**src/disk_regs_pkg.sv**
```systemverilog
// Constants and types shared by the disk controller program register bank.
// Assumes bit n of a 12-bit word is vector index n of word_t.
package disk_regs_pkg;

  localparam int NUM_PORTS = 4;
  localparam int WORD_W = 12;

  typedef logic [WORD_W-1:0] word_t;
  typedef logic [1:0] port_t;
  typedef logic [1:0] ecode_t;

  // Transfer control register fields
  localparam int CTL_EXT_LSB = 0;
  localparam int CTL_EXT_W = 3;
  localparam int CTL_UNUSED_A = 3;
  localparam int CTL_UNUSED_B = 4;
  localparam int CTL_IE = 5;
  localparam int CTL_FE = 6;
  localparam int CTL_SEL_LSB = 7;
  localparam int CTL_RD = 9;
  localparam int CTL_BUSY = 10;
  localparam int CTL_DONE = 11;

  // Transfer error status register fields
  localparam int STS_ERR = 0;
  localparam int STS_SEL_LSB = 1;
  localparam int STS_ADR_LSB = 3;
  localparam int STS_DAT_LSB = 5;
  localparam int STS_UNUSED_LSB = 7;
  localparam int STS_BUSY = 10;
  localparam int STS_DONE = 11;

  // Per-port seek status field layout
  localparam int SK_FLD_W = 3;
  localparam int SK_HW_ERR = 0;
  localparam int SK_BUSY_ERR = 1;
  localparam int SK_NOT_RDY = 2;
  localparam logic [SK_FLD_W-1:0] SK_ABSENT = 3'h7;

  // Error group selector carried with an error event
  localparam logic [1:0] GRP_SEL = 2'h0;
  localparam logic [1:0] GRP_ADR = 2'h1;
  localparam logic [1:0] GRP_DAT = 2'h2;

  localparam ecode_t ECODE_NONE = 2'h0;
  localparam ecode_t SEL_FORMAT = 2'h1;
  localparam ecode_t SEL_SELECT = 2'h2;
  localparam ecode_t SEL_TIMING = 2'h3;
  localparam ecode_t ADR_INTERLOCK = 2'h1;
  localparam ecode_t ADR_VERIFY = 2'h2;
  localparam ecode_t ADR_SEEK_INC = 2'h3;
  localparam ecode_t DAT_LOCKOUT = 2'h1;
  localparam ecode_t DAT_WCHECK = 2'h2;
  localparam ecode_t DAT_CHECKSUM = 2'h3;

  localparam word_t WORD_ZERO = 12'h000;

  typedef enum logic [1:0] {
    REG_CONTROL = 2'h0,
    REG_STATUS = 2'h1,
    REG_SEEK_STATUS = 2'h2,
    REG_NONE = 2'h3
  } reg_sel_e;

  typedef enum logic [1:0] {
    ST_IDLE = 2'b01,
    ST_XFER = 2'b10
  } xfer_state_e;

  typedef struct packed {
    logic wr;
    logic rd;
    reg_sel_e sel;
    word_t wdata;
  } pio_req_s;

  typedef struct packed {
    logic valid;
    logic [1:0] group;
    ecode_t code;
  } xfer_err_s;

endpackage

```
**src/port_seek_status.sv**
```systemverilog
// One disk port's three-bit seek status cell: result bits and live readiness.
// Assumes seek requests and drive status are synchronous one-cycle pulses/levels.
`timescale 1ns/10ps
`default_nettype none
module port_seek_status
  import disk_regs_pkg::*;
(
  // Clock and reset
  input wire logic clk_i,
  input wire logic rstn_i,
  input wire logic ce_i,
  // Drive state
  input wire logic present_i,
  input wire logic ready_i,
  input wire logic moving_i,
  input wire logic transferring_i,
  // Seek events
  input wire logic seek_req_i,
  input wire logic seek_done_i,
  input wire logic seek_hw_err_i,
  input wire logic seek_incomplete_i,
  // Results
  output logic seek_go_o,
  output logic restore_o,
  output logic [SK_FLD_W-1:0] field_o
);
  logic hw_err_r;
  logic busy_err_r;
  logic restore_r;
  logic accept;
  logic reject;
  logic fail;

  assign accept = seek_req_i && present_i && ready_i && !moving_i && !transferring_i;
  assign reject = seek_req_i && !accept;
  assign fail = seek_done_i && (seek_hw_err_i || seek_incomplete_i);
  assign seek_go_o = accept && ce_i;
  assign restore_o = restore_r;

  // Completion result wins over the clear of a newly started seek
  always_ff @(posedge clk_i) begin
    if (!rstn_i) begin
      hw_err_r <= 1'b0;
    end else if (ce_i) begin
      if (fail) begin
        hw_err_r <= 1'b1;
      end else if (accept) begin
        hw_err_r <= 1'b0;
      end
    end
  end

  always_ff @(posedge clk_i) begin
    if (!rstn_i) begin
      busy_err_r <= 1'b0;
    end else if (ce_i) begin
      if (reject) begin
        busy_err_r <= 1'b1;
      end else if (accept) begin
        busy_err_r <= 1'b0;
      end
    end
  end

  always_ff @(posedge clk_i) begin
    if (!rstn_i) begin
      restore_r <= 1'b0;
    end else if (ce_i) begin
      restore_r <= seek_done_i && seek_incomplete_i;
    end
  end

  // Absent drive forces all ones; readiness bit is live, not stored
  assign field_o = !present_i ? SK_ABSENT
                              : {moving_i || !ready_i, busy_err_r, hw_err_r};
endmodule
`default_nettype wire

```
**src/disk_ctrl_regs.sv**
```systemverilog
// Program-visible register bank of a four-port disk controller: transfer
// control, transfer error status and per-port seek status.
// Assumes the host reaches it by programmed I/O strobes synchronous to CLK_I,
// and the transfer engine and drives report events as one-cycle pulses.
// Operation
// - Control bits 0-2 hold the high DMA address extension bits.
// - Control bits 3,4 and status bits 7-9 always read zero.
// - With interrupt enable set, done becoming set requests an interrupt.
// - Format enable permits formatting; formatting refused while clear.
// - Control bits 7,8 select the port for a data transfer.
// - Control bit 9 set while reading disk, clear while writing.
// - Control bit 10 set while a data transfer is busy.
// - Done sets at transfer end, or seek end with no transfer active.
// - Status bit 0 flags that an error occurred.
// - Status bits 1,2 report format, select or host timing error.
// - Status bits 3,4 report interlock, verification or seek-incomplete error.
// - Seek-incomplete is reported and triggers an automatic restore of that disk.
// - Status bits 5,6 report write lockout, write check or checksum error.
// - On moving-head disks the format switch override suppresses lockout errors.
// - Status bits 10,11 are the same busy and done storage as control.
// - Seek status holds four 3-bit fields, port 3 lowest, port 0 highest.
// - Seek status is read-only; a started seek clears its result bits.
// - A port with no disk reads its seek field as all ones.
// - First field bit flags a hardware seek error.
// - Middle field bit flags a busy error; the seek is discarded.
// - Last field bit reads one while moving or not ready.
// - Control and status read/write; seek status read only.
// - Any sensed error stops the operation and leaves the cause recorded.
`timescale 1ns/10ps
`default_nettype none
module disk_ctrl_regs
  import disk_regs_pkg::*;
(
  // Clock, reset, enable
  input wire logic CLK_I,
  input wire logic RSTN_I,
  input wire logic CE_I,
  // Programmed I/O
  input wire disk_regs_pkg::pio_req_s PIO_REQ_I,
  output disk_regs_pkg::word_t PIO_RDATA_O,
  // Transfer engine
  input wire logic XFER_START_I,
  input wire logic XFER_READ_I,
  input wire logic XFER_END_I,
  input wire disk_regs_pkg::xfer_err_s XFER_ERR_I,
  input wire logic FMT_REQ_I,
  input wire logic WP_HIT_I,
  input wire logic FMT_SWITCH_I,
  output logic FMT_GRANT_O,
  output logic ABORT_O,
  output logic [CTL_EXT_W-1:0] DMA_EXT_O,
  output disk_regs_pkg::port_t UNIT_SEL_O,
  output logic INT_REQ_O,
  // Drive ports
  input wire logic [NUM_PORTS-1:0] DISK_PRESENT_I,
  input wire logic [NUM_PORTS-1:0] DRIVE_READY_I,
  input wire logic [NUM_PORTS-1:0] FIXED_HEAD_I,
  input wire logic [NUM_PORTS-1:0] HEAD_MOVING_I,
  input wire logic SEEK_REQ_I,
  input wire disk_regs_pkg::port_t SEEK_PORT_I,
  input wire logic [NUM_PORTS-1:0] SEEK_DONE_I,
  input wire logic [NUM_PORTS-1:0] SEEK_HW_ERR_I,
  input wire logic [NUM_PORTS-1:0] SEEK_INCOMPLETE_I,
  output logic [NUM_PORTS-1:0] SEEK_GO_O,
  output logic [NUM_PORTS-1:0] RESTORE_O
);
  import disk_regs_pkg::*;

  // Lowest bit of a port's seek field; port 0 sits at the top of the word
  function automatic int seek_lsb(input int port);
    seek_lsb = (NUM_PORTS - 1 - port) * SK_FLD_W;
  endfunction

  function automatic logic is_port(input port_t sel, input int port);
    is_port = (sel == port_t'(port));
  endfunction

  xfer_state_e state_r;
  logic [CTL_EXT_W-1:0] ext_r;
  logic ie_r;
  logic fe_r;
  port_t sel_r;
  logic rd_dir_r;
  logic done_r;
  ecode_t sel_code_r;
  ecode_t adr_code_r;
  ecode_t dat_code_r;
  word_t rdata_r;
  logic grant_r;
  logic abort_r;
  logic [NUM_PORTS-1:0] xfer_restore_r;
  word_t seek_word;
  word_t ctl_word;
  word_t sts_word;
  logic busy;
  logic err_flag;
  logic start_bad;
  logic fmt_bad;
  logic wp_err;
  logic err_evt;
  logic seek_end;
  logic ctl_wr;
  logic sts_wr;
  logic [NUM_PORTS-1:0] port_restore;

  assign busy = (state_r == ST_XFER);
  assign ctl_wr = PIO_REQ_I.wr && (PIO_REQ_I.sel == REG_CONTROL);
  assign sts_wr = PIO_REQ_I.wr && (PIO_REQ_I.sel == REG_STATUS);
  assign start_bad = XFER_START_I && !(DISK_PRESENT_I[sel_r] && DRIVE_READY_I[sel_r]);
  assign fmt_bad = FMT_REQ_I && (!fe_r || FIXED_HEAD_I[sel_r]);
  assign wp_err = WP_HIT_I && !(!FIXED_HEAD_I[sel_r] && FMT_SWITCH_I);
  assign err_evt = XFER_ERR_I.valid || start_bad || fmt_bad || wp_err;
  assign seek_end = |SEEK_DONE_I;

  // Transfer sequencing; any error ends the operation at once
  always_ff @(posedge CLK_I) begin
    if (!RSTN_I) begin
      state_r <= ST_IDLE;
    end else if (CE_I) begin
      unique case (state_r)
        ST_IDLE: begin
          if (XFER_START_I && !start_bad) begin
            state_r <= ST_XFER;
          end
        end
        ST_XFER: begin
          if (XFER_END_I || err_evt) begin
            state_r <= ST_IDLE;
          end
        end
        default: begin
          state_r <= ST_IDLE;
        end
      endcase
    end
  end

  // Host-owned control fields
  always_ff @(posedge CLK_I) begin
    if (!RSTN_I) begin
      ext_r <= '0;
      ie_r <= 1'b0;
      fe_r <= 1'b0;
      sel_r <= '0;
    end else if (CE_I && ctl_wr) begin
      ext_r <= PIO_REQ_I.wdata[CTL_EXT_LSB +: CTL_EXT_W];
      ie_r <= PIO_REQ_I.wdata[CTL_IE];
      fe_r <= PIO_REQ_I.wdata[CTL_FE];
      sel_r <= PIO_REQ_I.wdata[CTL_SEL_LSB +: 2];
    end
  end

  // Direction is hardware-owned; host writes to it are ignored
  always_ff @(posedge CLK_I) begin
    if (!RSTN_I) begin
      rd_dir_r <= 1'b0;
    end else if (CE_I && XFER_START_I && !busy) begin
      rd_dir_r <= XFER_READ_I;
    end
  end

  // Done: hardware set wins over a host write of zero in the same cycle
  always_ff @(posedge CLK_I) begin
    if (!RSTN_I) begin
      done_r <= 1'b0;
    end else if (CE_I) begin
      if ((busy && (XFER_END_I || err_evt)) || start_bad || (seek_end && !busy)) begin
        done_r <= 1'b1;
      end else if (ctl_wr) begin
        done_r <= PIO_REQ_I.wdata[CTL_DONE];
      end else if (XFER_START_I) begin
        done_r <= 1'b0;
      end
    end
  end

  // Error codes: a sensed error overrides a host write to its group
  always_ff @(posedge CLK_I) begin
    if (!RSTN_I) begin
      sel_code_r <= ECODE_NONE;
    end else if (CE_I) begin
      if (fmt_bad) begin
        sel_code_r <= SEL_FORMAT;
      end else if (start_bad) begin
        sel_code_r <= SEL_SELECT;
      end else if (XFER_ERR_I.valid && XFER_ERR_I.group == GRP_SEL) begin
        sel_code_r <= XFER_ERR_I.code;
      end else if (sts_wr) begin
        sel_code_r <= PIO_REQ_I.wdata[STS_SEL_LSB +: 2];
      end
    end
  end

  always_ff @(posedge CLK_I) begin
    if (!RSTN_I) begin
      adr_code_r <= ECODE_NONE;
    end else if (CE_I) begin
      if (XFER_ERR_I.valid && XFER_ERR_I.group == GRP_ADR) begin
        adr_code_r <= XFER_ERR_I.code;
      end else if (sts_wr) begin
        adr_code_r <= PIO_REQ_I.wdata[STS_ADR_LSB +: 2];
      end
    end
  end

  always_ff @(posedge CLK_I) begin
    if (!RSTN_I) begin
      dat_code_r <= ECODE_NONE;
    end else if (CE_I) begin
      if (wp_err) begin
        dat_code_r <= DAT_LOCKOUT;
      end else if (XFER_ERR_I.valid && XFER_ERR_I.group == GRP_DAT) begin
        dat_code_r <= XFER_ERR_I.code;
      end else if (sts_wr) begin
        dat_code_r <= PIO_REQ_I.wdata[STS_DAT_LSB +: 2];
      end
    end
  end

  // Engine strobes
  always_ff @(posedge CLK_I) begin
    if (!RSTN_I) begin
      grant_r <= 1'b0;
      abort_r <= 1'b0;
      xfer_restore_r <= '0;
    end else if (CE_I) begin
      grant_r <= FMT_REQ_I && !fmt_bad;
      abort_r <= busy && err_evt;
      for (int p = 0; p < NUM_PORTS; p++) begin
        xfer_restore_r[p] <= XFER_ERR_I.valid && XFER_ERR_I.group == GRP_ADR
                             && XFER_ERR_I.code == ADR_SEEK_INC && is_port(sel_r, p);
      end
    end
  end

  genvar gp;
  generate
    for (gp = 0; gp < NUM_PORTS; gp++) begin : g_port
      port_seek_status u_seek (
        .clk_i(CLK_I),
        .rstn_i(RSTN_I),
        .ce_i(CE_I),
        .present_i(DISK_PRESENT_I[gp]),
        .ready_i(DRIVE_READY_I[gp]),
        .moving_i(HEAD_MOVING_I[gp]),
        .transferring_i(busy && is_port(sel_r, gp)),
        .seek_req_i(SEEK_REQ_I && is_port(SEEK_PORT_I, gp)),
        .seek_done_i(SEEK_DONE_I[gp]),
        .seek_hw_err_i(SEEK_HW_ERR_I[gp]),
        .seek_incomplete_i(SEEK_INCOMPLETE_I[gp]),
        .seek_go_o(SEEK_GO_O[gp]),
        .restore_o(port_restore[gp]),
        .field_o(seek_word[seek_lsb(gp) +: SK_FLD_W])
      );
    end
  endgenerate

  assign err_flag = (sel_code_r != ECODE_NONE) || (adr_code_r != ECODE_NONE)
                    || (dat_code_r != ECODE_NONE);
  assign ctl_word = {done_r, busy, rd_dir_r, sel_r, fe_r, ie_r, 2'b00, ext_r};
  assign sts_word = {done_r, busy, 3'b000, dat_code_r, adr_code_r, sel_code_r, err_flag};

  // Read data is captured on the read strobe; seek status ignores writes
  always_ff @(posedge CLK_I) begin
    if (!RSTN_I) begin
      rdata_r <= WORD_ZERO;
    end else if (CE_I && PIO_REQ_I.rd) begin
      unique case (PIO_REQ_I.sel)
        REG_CONTROL: rdata_r <= ctl_word;
        REG_STATUS: rdata_r <= sts_word;
        REG_SEEK_STATUS: rdata_r <= seek_word;
        REG_NONE: rdata_r <= WORD_ZERO;
      endcase
    end
  end

  assign PIO_RDATA_O = rdata_r;
  assign FMT_GRANT_O = grant_r;
  assign ABORT_O = abort_r;
  assign DMA_EXT_O = ext_r;
  assign UNIT_SEL_O = sel_r;
  assign RESTORE_O = port_restore | xfer_restore_r;
  // Level request: the host sees it from the edge where done sets
  assign INT_REQ_O = ie_r && done_r;
endmodule
`default_nettype wire

```
**config.mk**
```make
export PLATFORM = sky130hd
export DESIGN_NAME = disk_ctrl_regs
export DESIGN_NICKNAME = d
export VERILOG_FILES = /design/src/disk_regs_pkg.sv /design/src/port_seek_status.sv /design/src/disk_ctrl_regs.sv
export SDC_FILE = /design/constraint.sdc
export NUM_CORES = 1
export LEC_CHECK = 0
export BUFFER_PORTS_ARGS = -buffer_cell sky130_fd_sc_hd__buf_2
export CORE_MARGIN = 2
export CORE_UTILIZATION = 44
export CTS_CLUSTER_SIZE = 40
export DETAILED_ROUTE_END_ITERATION = 10
export GPL_ROUTABILITY_DRIVEN = 0
export PLACE_DENSITY_LB_ADDON = 0.12
export SLEW_MARGIN = 20
export SYNTH_ARGS = -nofsm -noshare
export SYNTH_HDL_FRONTEND = slang
export SYNTH_SLANG_ARGS = --single-unit
```
**constraint.sdc**
```tcl
create_clock -name CLK_I -period 2 [get_ports CLK_I]
set_clock_uncertainty 0.2 [all_clocks]
set_input_delay 0.2 -clock CLK_I [delete_from_list [all_inputs] [get_ports CLK_I]]
set_output_delay 0.2 -clock CLK_I [all_outputs]
set_load 0.005 [all_outputs]
```
==> impl_metrics.yaml, run 1 <==
logic_synthesis:
  synthFlopType: "dfxtp_1"
  ys_ff_latch: 47
  ys_seq_area_frac: 0.394
  synth_fp_nets: 359
  synth_xor_area_frac: 0
  synth_compound_area_frac: 0.239
  ys_types: 50
  synth_most_common_cell: "nor2_1"
  synth_top_family_by_area: "compound AO/OA/AOI/OAI gates"
  synth_edf_count: 0
  synth_cells: 298
  syn_area_mm2: 0.00239
  synth_top_area_cell: "dfxtp_1"
  muxShareOfSynthArea: 0.0666
  syn_avg_cell_area_um2: 8.01
  yosysWarnings: 0
  synth_fa_ha_area_frac: 0
  yosysTopAreaCellShare: 0.394
  yosys.area_share.simple: 0.238
  ys_async_sr_fraction: 0
  synthTopCellsByCount: "51 x nor2_1, 47 x dfxtp_1, 32 x a21oi_1, 22 x nand2_1, 15 x o21ai_0"
  yosys-top-cells-area: "dfxtp_1 39%, nor2_1 8.0%, a21oi_1 6.7%"
worst_hold_path:
  min_path_cells: 3
  hold_class: "in2reg"
power_and_ir_drop:
  p_comb_frac: 0.178
  seqPwrFrac: 0.509
  swShare: 0.274
  cellLeakagePower_nw: 1.43
  p_switching_mw: 0.538
  powerDensity_mw_per_mm2: 607
  internal-power_mw: 1.43
  vdd_drop_max_mv: 0.424
  p_clk_frac: 0.314
drt:
  dr.first_iter.drc_count: 165
  totalWireLength_um: 7070
  via_per_inst: 5.41
  vias: 2584
  drtPass1Iterations: 5
  drt-wirelength-per-cell_um: 14.8
  antenna_left: 0
  drcViolationCount: 0
die:
  core_mm2: 0.00517
  dieArea_mm2: 0.00603
  row_count: 26
  dieWidth_um: 77.6
  die_y_um: 77.6
  io_pins: 89
  start_util: 0.461
clocking:
  cts_made_buffers: 5
  htreeDepth: 2
  path_clk_slew_ps: 90
  cts.sinks: 47
  cts_buffer_depth: 2
  clk_latency_ps: 290
  cts_root_buf: "clkbuf_8"
  cts_tree: "done"
sta:
  min_period_ps: 2080
  worst_slew_pin_slew_ps: 441
  setup_viol: 4
  maxSlewViolCount: 0
  fmaxAchievable_ghz: 0.481
  worst_slack_ps: -79.2
  min_period_over_period: 1.04
  tns_ps: -165
  rsz0062_at_grt: "yes"
  timing.hold.ws_ps: 15.9
  hold_violations: 0
  worst_slew_margin_rel: 0.698
final_layout:
  ff_latch_area_um2: 943
  fin_cells: 478
  nets: 468
  fillers: 489
  n_antenna_cell: 0
  synthToLayoutAreaGrowth_pct: 35.6
  drive_above_1_share: 0.326
  multiInputGateArea_mm2: 0.00131
grt:
  grt.total_usage: 0.241
  overflow: 0
  antenna_found_initial: 0
  grt_start_max_net_pins: 20
  grt_pass1_wl_um: 11700
  first_global_vias: 2499
outcome:
  status: "complete, but fails checks"
  failed_checks: "negative setup slack"
worst_setup_path:
  critical_path.startpoint: "UNIT_SEL_O[0]$_SDFFE_PN0P_"
  cp.arrival_ps: 2060
  cp-endpoint: "done_r$_SDFFE_PN0P_"
  cp_data_required_time_ps: 1980
  worstPathMaxFanout: 4
  r2r_start: "UNIT_SEL_O[0]$_SDFFE_PN0P_"
  rrSetupSlack_ps: -80
  criticalPathCategory: "reg2reg"
  cp-end-kind: "register"
  r2r-end: "done_r$_SDFFE_PN0P_"
  ff2ff_path_depth: 5
  worst_setup_path_start_kind: "register"
placement:
  port_buffers: 86
  dp_cells: 452
  dp_hpwl_um: 5260
job:
  drv_cap: 0
[stage by stage]
step	total power, mW	cell area, um^2	utilization	setup WS [ps]
detailed placement	1.34	2940	0.569	-57.7
floorplan	1.19	2380	-	-114
global route	2.06	3240	0.626	-168
CTS	1.98	3210	0.620	-41.2
global placement	1.34	2940	0.569	-48.8
finish	1.97	3240	0.626	-79.2
[worst max-delay path: stages (launching register included)]
cell and delay (ps):
dfxtp_2 360, mux4_2 540, o21a_1 220, a2111oi_4 360, a221o_2 220, o221ai_2 70
[power groups by stage]
stage | sequential (mW) | clock (mW) | combinational [mW]
finish | 0.999 | 0.616 | 0.350
global route | 1.00 | 0.669 | 0.388
CTS | 0.999 | 0.631 | 0.346
floorplan | 1.02 | 0 | 0.173
global placement | 1.02 | 0 | 0.318
detailed placement | 1.02 | 0 | 0.320
[per-layer routing]
metal  track usage  routed length, um  up-vias
met2         0.431               3580       93
li1              -                  -     1272
met1         0.293               2990     1213
met4        0.0696                 47        0
met3        0.0453                458        6
met5             0                  0        -
[how the worst min path moves through the flow]
stage                                                 start                                 endpoint
floorplan                                      PIO_REQ_I[6]                        fe_r$_SDFFE_PN0P_
global placement                               PIO_REQ_I[0]                DMA_EXT_O[0]$_SDFFE_PN0P_
detailed placement  g_port[0].u_seek.restore_o$_SDFFE_PN0P_  g_port[0].u_seek.restore_o$_SDFFE_PN0P_
CTS                                               FMT_REQ_I                 FMT_GRANT_O$_SDFFE_PN0P_
global route                                  PIO_REQ_I[11]                      done_r$_SDFFE_PN0P_
finish                                        PIO_REQ_I[11]                      done_r$_SDFFE_PN0P_
[repair_timing]
item / 4_1_cts / 5_1_grt
setup buffers: 1 / 1
gates resized for setup: 0 / 6
hold buffers: 16 / 0
pin swaps: 2 / 5
endpoints found under the setup margin: 2 / 9
hold endpoints to repair: 12 / 0
[layout make-up]
class	instances	share of cell area
multi-input combinational	218	0.404
sequential	47	0.292
timing repair buffer	123	0.232
tap	70	0.0271
clock buffer	6	0.0255
inverter	12	0.0139
clock inverter	2	0.00503
[logic make-up after synthesis]
family	after synthesis
buffers and inverters	33
and+or+nand+nor	121
DFF	47
AOI/OAI and AO/OA	84
muxes	13
[flip-flops by register name, summed over array words and instances (netlist names), 2 cells and up]
| signal | count |
|---|---|
| g_port.u_seek.restore_o | 4 |
| state_r | 2 |
| xfer_restore_r | 4 |
| sel_code_r | 2 |
| dat_code_r | 2 |
| g_port.u_seek.hw_err_r | 4 |
| PIO_RDATA_O | 12 |
| adr_code_r | 2 |
| UNIT_SEL_O | 2 |
| g_port.u_seek.busy_err_r | 4 |
| DMA_EXT_O | 3 |
[cell usage in the layout, fill, tap and decap left out, types with 4 or more instances in the layout]
cell | synthesis | routed
clkbuf_8 | 0 | 6
o21ai_0 | 15 | 15
a21oi_1 | 32 | 32
nand2_1 | 22 | 21
dlygate4sd3_1 | 0 | 16
nand3b_1 | 5 | 5
dfxtp_1 | 47 | 45
buf_2 | 1 | 86
or2_2 | 5 | 5
nor2_1 | 51 | 51
inv_1 | 12 | 12
nor4_1 | 4 | 4
mux2i_1 | 11 | 11
a211oi_1 | 5 | 5
nor3_1 | 7 | 7
buf_4 | 4 | 20
nand3_1 | 9 | 9
nand2b_1 | 5 | 4
(Power assumes the default switching activity.)
==> run 2: changes to the inputs <==
--- a/constraint.sdc
+++ b/constraint.sdc
@@ -3,3 +3,3 @@
 set_input_delay 0.2 -clock CLK_I [delete_from_list [all_inputs] [get_ports CLK_I]]
 set_output_delay 0.2 -clock CLK_I [all_outputs]
-set_load 0.005 [all_outputs]
+set_load 0.05 [all_outputs]
==> impl_metrics.yaml, run 2 (same netlist as run 1, synthesis figures left out) <==
outcome:
  status: "complete, but fails checks"
  failed_checks: "negative setup slack"
drt:
  dr.first_iter.drc_count: 141
  totalWireLength_um: 7120
  routed-wl-met2_um: 3460
  highest_layer: "met4"
  antenna_left: 0
  drtPass1Iterations: 4
  drcViolationCount: 0
  via_per_inst: 5.34
  vias: 2540
  m1WireLength_um: 3170
  drt-wirelength-per-cell_um: 15.0
  wl_met3_um: 356
sta:
  worst_slack_ps: -98.4
  worst_slew_margin_rel: 0.646
  hold_violations: 0
  min_period_ps: 2100
  worst_slew_pin_slew_ps: 530
  fmaxAchievable_ghz: 0.477
  tns_ps: -199
  setup_viol: 3
  rsz0062_at_grt: "yes"
  min_period_over_period: 1.05
  maxSlewViolCount: 0
clocking:
  cts.sinks: 47
  cts_buffer_depth: 2
  htreeDepth: 2
  cts_root_buf: "clkbuf_8"
  clk_latency_ps: 300
  cts_made_buffers: 5
  path_clk_slew_ps: 90
  cts_tree: "done"
worst_setup_path:
  worst_setup_path_start_kind: "register"
  r2r-end: "done_r$_SDFFE_PN0P_"
  criticalPathCategory: "reg2reg"
  r2r_start: "UNIT_SEL_O[0]$_SDFFE_PN0P_"
  ff2ff_path_depth: 5
  cp.arrival_ps: 2080
  cp_data_required_time_ps: 1990
  worstPathMaxFanout: 4
  cp-end-kind: "register"
  rrSetupSlack_ps: -100
final_layout:
  largest_reg_flops: 12
  layout_common_cells: "82 x buf_2, 51 x nor2_1, 45 x dfxtp_1"
  nets: 466
  layout_commonest_cell: "buf_2"
  fillers: 484
  drive_above_1_share: 0.325
  fin_cells: 476
  n_antenna_cell: 0
  synthToLayoutAreaGrowth_pct: 35.9
grt:
  antenna_found_initial: 0
  grt.total_usage: 0.241
  grt_pass1_wl_um: 11400
  overflow: 0
  grt_start_max_net_pins: 20
  first_global_vias: 2442
job:
  drv_cap: 0
die:
  start_util: 0.461
  core_mm2: 0.00517
  die_y_um: 77.6
  dieWidth_um: 77.6
  row_count: 26
  dieArea_mm2: 0.00603
  io_pins: 89
worst_hold_path:
  min_path_cells: 3
  whs_endpoint: "done_r$_SDFFE_PN0P_"
  worstHoldStart: "PIO_REQ_I[11]"
  hold_class: "in2reg"
power_and_ir_drop:
  vdd_drop_max_mv: 0.404
  p_switching_mw: 0.591
  cellLeakagePower_nw: 1.41
  internal-power_mw: 1.42
  seqPwrFrac: 0.495
  p_comb_frac: 0.208
  p_clk_frac: 0.296
  powerDensity_mw_per_mm2: 622
  swShare: 0.293
placement:
  port_buffers: 86
  dp_hpwl_um: 5330
  dp_cells: 450
-- run 2: power groups by stage --
stage	logic, mW	clock network (mW)	registers, mW
after floorplan	0.186	0	1.07
after global placement	0.385	0	1.02
after detailed placement	0.388	0	1.02
after CTS	0.415	0.614	0.999
after global routing	0.456	0.658	1.00
final	0.420	0.597	0.999
-- run 2: layout make-up --
class | instances | area, um^2 | share of cell area
Inverter | 12 | 45.0 | 0.0139
Clock inverter | 1 | 5.00 | 0.00154
Tap cell | 70 | 87.6 | 0.0270
Sequential cell | 47 | 946 | 0.292
Multi-Input combinational cell | 218 | 1320 | 0.408
Timing Repair Buffer | 121 | 749 | 0.231
Clock buffer | 7 | 86.3 | 0.0266
-- run 2: critical path, cell delays in order (launching register included) --
cell       delay, ps
dfxtp_4          390
mux4_2           550
o21a_1           220
a2111oi_4        350
a221o_2          210
o221ai_2          70
-- run 2: worst max-delay path by stage --
| stage | end | start |
|---|---|---|
| CTS | state_r[0]$_SDFFE_PN1P_ | UNIT_SEL_O[0]$_SDFFE_PN0P_ |
| floorplan | done_r$_SDFFE_PN0P_ | UNIT_SEL_O[0]$_SDFFE_PN0P_ |
| finish | done_r$_SDFFE_PN0P_ | UNIT_SEL_O[0]$_SDFFE_PN0P_ |
| global route | done_r$_SDFFE_PN0P_ | UNIT_SEL_O[0]$_SDFFE_PN0P_ |
| detailed placement | state_r[0]$_SDFFE_PN1P_ | UNIT_SEL_O[0]$_SDFFE_PN0P_ |
| global placement | done_r$_SDFFE_PN0P_ | UNIT_SEL_O[0]$_SDFFE_PN0P_ |
-- run 2: metal layers --
layer / track usage / up-vias
met3: 0.0395 / 11
met1: 0.306 / 1181
met4: 0.0857 / 0
met2: 0.412 / 78
met5: 0 / -
li1: - / 1270
-- run 2: timing repair --
item / CTS / global route
resized for setup: 3 / 13
hold buffers: 17 / 0
setup endpoints to repair: 4 / 9
hold endpoints to repair: 13 / 0
setup buffers: 1 / 0
pin swaps: 1 / 4
-- run 2: stage by stage --
step | setup slack, ps | power, mW | instance area, um^2 | hold slack (ps) | util
after CTS | -81.3 | 2.03 | 3210 | 7.03 | 0.621
after global placement | -47.2 | 1.41 | 2930 | 237 | 0.567
after floorplan | -231 | 1.25 | 2390 | 139 | -
after detailed placement | -80.8 | 1.41 | 2930 | 240 | 0.567
final | -98.4 | 2.02 | 3240 | 15.2 | 0.627
after global routing | -157 | 2.12 | 3240 | 37.8 | 0.627
==> run 3: changes to the inputs <==
Settings changed: ABC_AREA set to 1, MAX_ROUTING_LAYER set to met4, REMOVE_ABC_BUFFERS set to 1.
==> impl_metrics.yaml, run 3 <==
die:
  dieArea_mm2: 0.00607
  io_pins: 89
  start_util: 0.462
  row_count: 26
  dieWidth_um: 77.9
  core_mm2: 0.00520
  die_y_um: 77.9
power_and_ir_drop:
  cellLeakagePower_nw: 1.54
  powerDensity_mw_per_mm2: 683
  vdd_drop_max_mv: 0.429
sta:
  maxSlewViolCount: 0
  worst_slew_margin_rel: 0.662
  rsz0062_at_grt: "no"
  fmaxAchievable_ghz: 0.515
  setup_viol: 0
  worst_slew_pin_slew_ps: 506
  min_period_ps: 1940
  hold_violations: 0
  min_period_over_period: 0.970
  worst_slack_ps: 59.7
clocking:
  cts_tree: "done"
  cts_buffer_depth: 2
  cts.sinks: 47
  cts_made_buffers: 5
  cts_setup_buffers: 0
  cts_root_buf: "clkbuf_8"
  htreeDepth: 2
  path_clk_slew_ps: 90
  clk_latency_ps: 300
final_layout:
  layout_common_cells: "84 x buf_2, 80 x nand2_1, 51 x a21oi_1"
  drive_above_1_share: 0.276
  n_antenna_cell: 0
  fillers: 506
  synthToLayoutAreaGrowth_pct: 34.4
  nets: 517
  fin_cells: 527
  largest_reg_flops: 12
  layout_commonest_cell: "buf_2"
drt:
  drtPass1Iterations: 4
  drt-wirelength-per-cell_um: 13.9
  vias: 2693
  via_per_inst: 5.11
  antenna_left: 0
  drcViolationCount: 0
  totalWireLength_um: 7320
  dr.first_iter.drc_count: 185
logic_synthesis:
  synth_cells: 350
  yosys-top-cells-area: "dfxtp_1 39%, nand2_1 13%, a21oi_1 11%"
  synth_top_area_cell: "dfxtp_1"
  ys_async_sr_fraction: 0
  synthTopCellsByCount: "81 x nand2_1, 51 x a21oi_1, 47 x dfxtp_1, 33 x o21ai_0, 32 x inv_1"
  ys_ff_latch: 47
  ys_seq_area_frac: 0.391
  syn_area_mm2: 0.00240
  synth_most_common_cell: "nand2_1"
  syn_avg_cell_area_um2: 6.87
  ys_types: 37
  yosysTopAreaCellShare: 0.391
  synth_edf_count: 0
  synthFlopType: "dfxtp_1"
  yosysWarnings: 0
worst_setup_path:
  cp-end-kind: "primary output"
  worstPathMaxFanout: 8
  criticalPathCategory: "reg2out"
  worst_setup_path_start_kind: "register"
  max_stage_delay_ps: 420
  cp_num_buf_inv: 3
  critical_path.startpoint: "UNIT_SEL_O[0]$_SDFFE_PN0P_"
  cp.arrival_ps: 1540
  critPathTopFamily: "buffers and inverters"
  cp_slowest_cell: "dfxtp_2"
  cp_data_required_time_ps: 1600
  r2r_start: "UNIT_SEL_O[0]$_SDFFE_PN0P_"
  crit_chain: "buf_4, nor2_1, nand2_1, nand4_1, inv_1, buf_2"
placement:
  port_buffers: 86
  dp_cells: 497
  dp_hpwl_um: 5420
  place_ws_ps: 174
job:
  drv_cap: 0
worst_hold_path:
  hold_class: "in2reg"
  worstHoldStart: "DRIVE_READY_I[1]"
grt:
  overflow: 0
  first_global_vias: 2464
  grt_start_max_net_pins: 22
  antenna_found_initial: 0
  grt_pass1_wl_um: 12200
  grt.total_usage: 0.261
outcome:
  status: "finished, final reports clean"
## run 3: cell count changes after synthesis, sizes merged, moves of 5 or more
cell | previous run | this run
a211oi | 5 | 0
a21oi | 32 | 52
nand3 | 9 | 21
clkbuf | 13 | 8
inv | 12 | 36
nand3b | 5 | 0
mux2i | 11 | 0
nor2 | 51 | 17
nand2 | 22 | 86
o21ai | 15 | 36
## run 3: routing by layer
metal,share of wire,up-vias,GRT usage
met5,0,-,-
li1,-,1392,-
met3,0.077,9,0.0384
met4,0.013,0,0.0667
met2,0.46,97,0.396
met1,0.45,1195,0.365
## run 3: where the power goes
part,total [mW],internal [mW],switching (mW)
combinational,0.458,0.167,0.290
sequential,1.01,0.984,0.0294
clock,0.735,0.405,0.330
total,2.21,1.56,0.650
## run 3: path summary, 6_finish.rpt
path | to | cells after the start | slack (ps)
min reg2reg | g_port[1].u_seek.busy_err_r$_SDFFE_PN0P_ | 2 | 250
max | SEEK_GO_O[0] | 6 | 60
max reg2reg | state_r[0]$_SDFFE_PN1P_ | 13 | 250
min | PIO_RDATA_O[8]$_SDFFE_PN0P_ | 4 | 4
## run 3: per-stage QoR
step / total power [mW] / hold slack (ps) / TNS [ps] / utilization / instance area, um^2
2_1_floorplan: 1.28 / 68.7 / -2970 / - / 2310
3_3_place_gp: 1.45 / 231 / 0 / 0.553 / 2880
3_5_place_dp: 1.45 / 240 / 0 / 0.553 / 2880
4_1_cts: 2.22 / 0.454 / 0 / 0.619 / 3220
5_1_grt: 2.31 / 20.5 / 0 / 0.621 / 3230
6_report: 2.21 / 3.93 / 0 / 0.621 / 3230
## run 3: cell type report
cell class | count | area [um^2] | share of cell area
multi-input combinational | 250 | 1230 | 0.381
clock buffer | 6 | 82.6 | 0.0256
tap | 70 | 87.6 | 0.0271
inverter | 37 | 139 | 0.0430
timing repair buffer | 115 | 712 | 0.220
clock inverter | 2 | 35.0 | 0.0108
sequential | 47 | 943 | 0.292
## run 3: what timing repair did
| action | CTS | global route |
|---|---|---|
| hold endpoints to repair | 17 | 0 |
| resized for setup | 3 | 4 |
| setup endpoints to repair | 3 | 5 |
| hold buffers | 22 | 0 |
## run 3: cell families (layout without fill, tap and decap cells)
group                  count (synthesis)  after routing  share of synthesized area
AND/OR/NAND/NOR                      143            143                      0.264
AO/OA/AOI/OAI                        107            107                      0.247
buffers and inverters                 53            160                     0.0973
flip-flops                            47             47                      0.391
## run 3: worst register-to-register path: cells and delay by family, from the launching register on
kind	cells	cell delay, ps
simple gates	12	900
flops	1	380
buf+inv	1	180
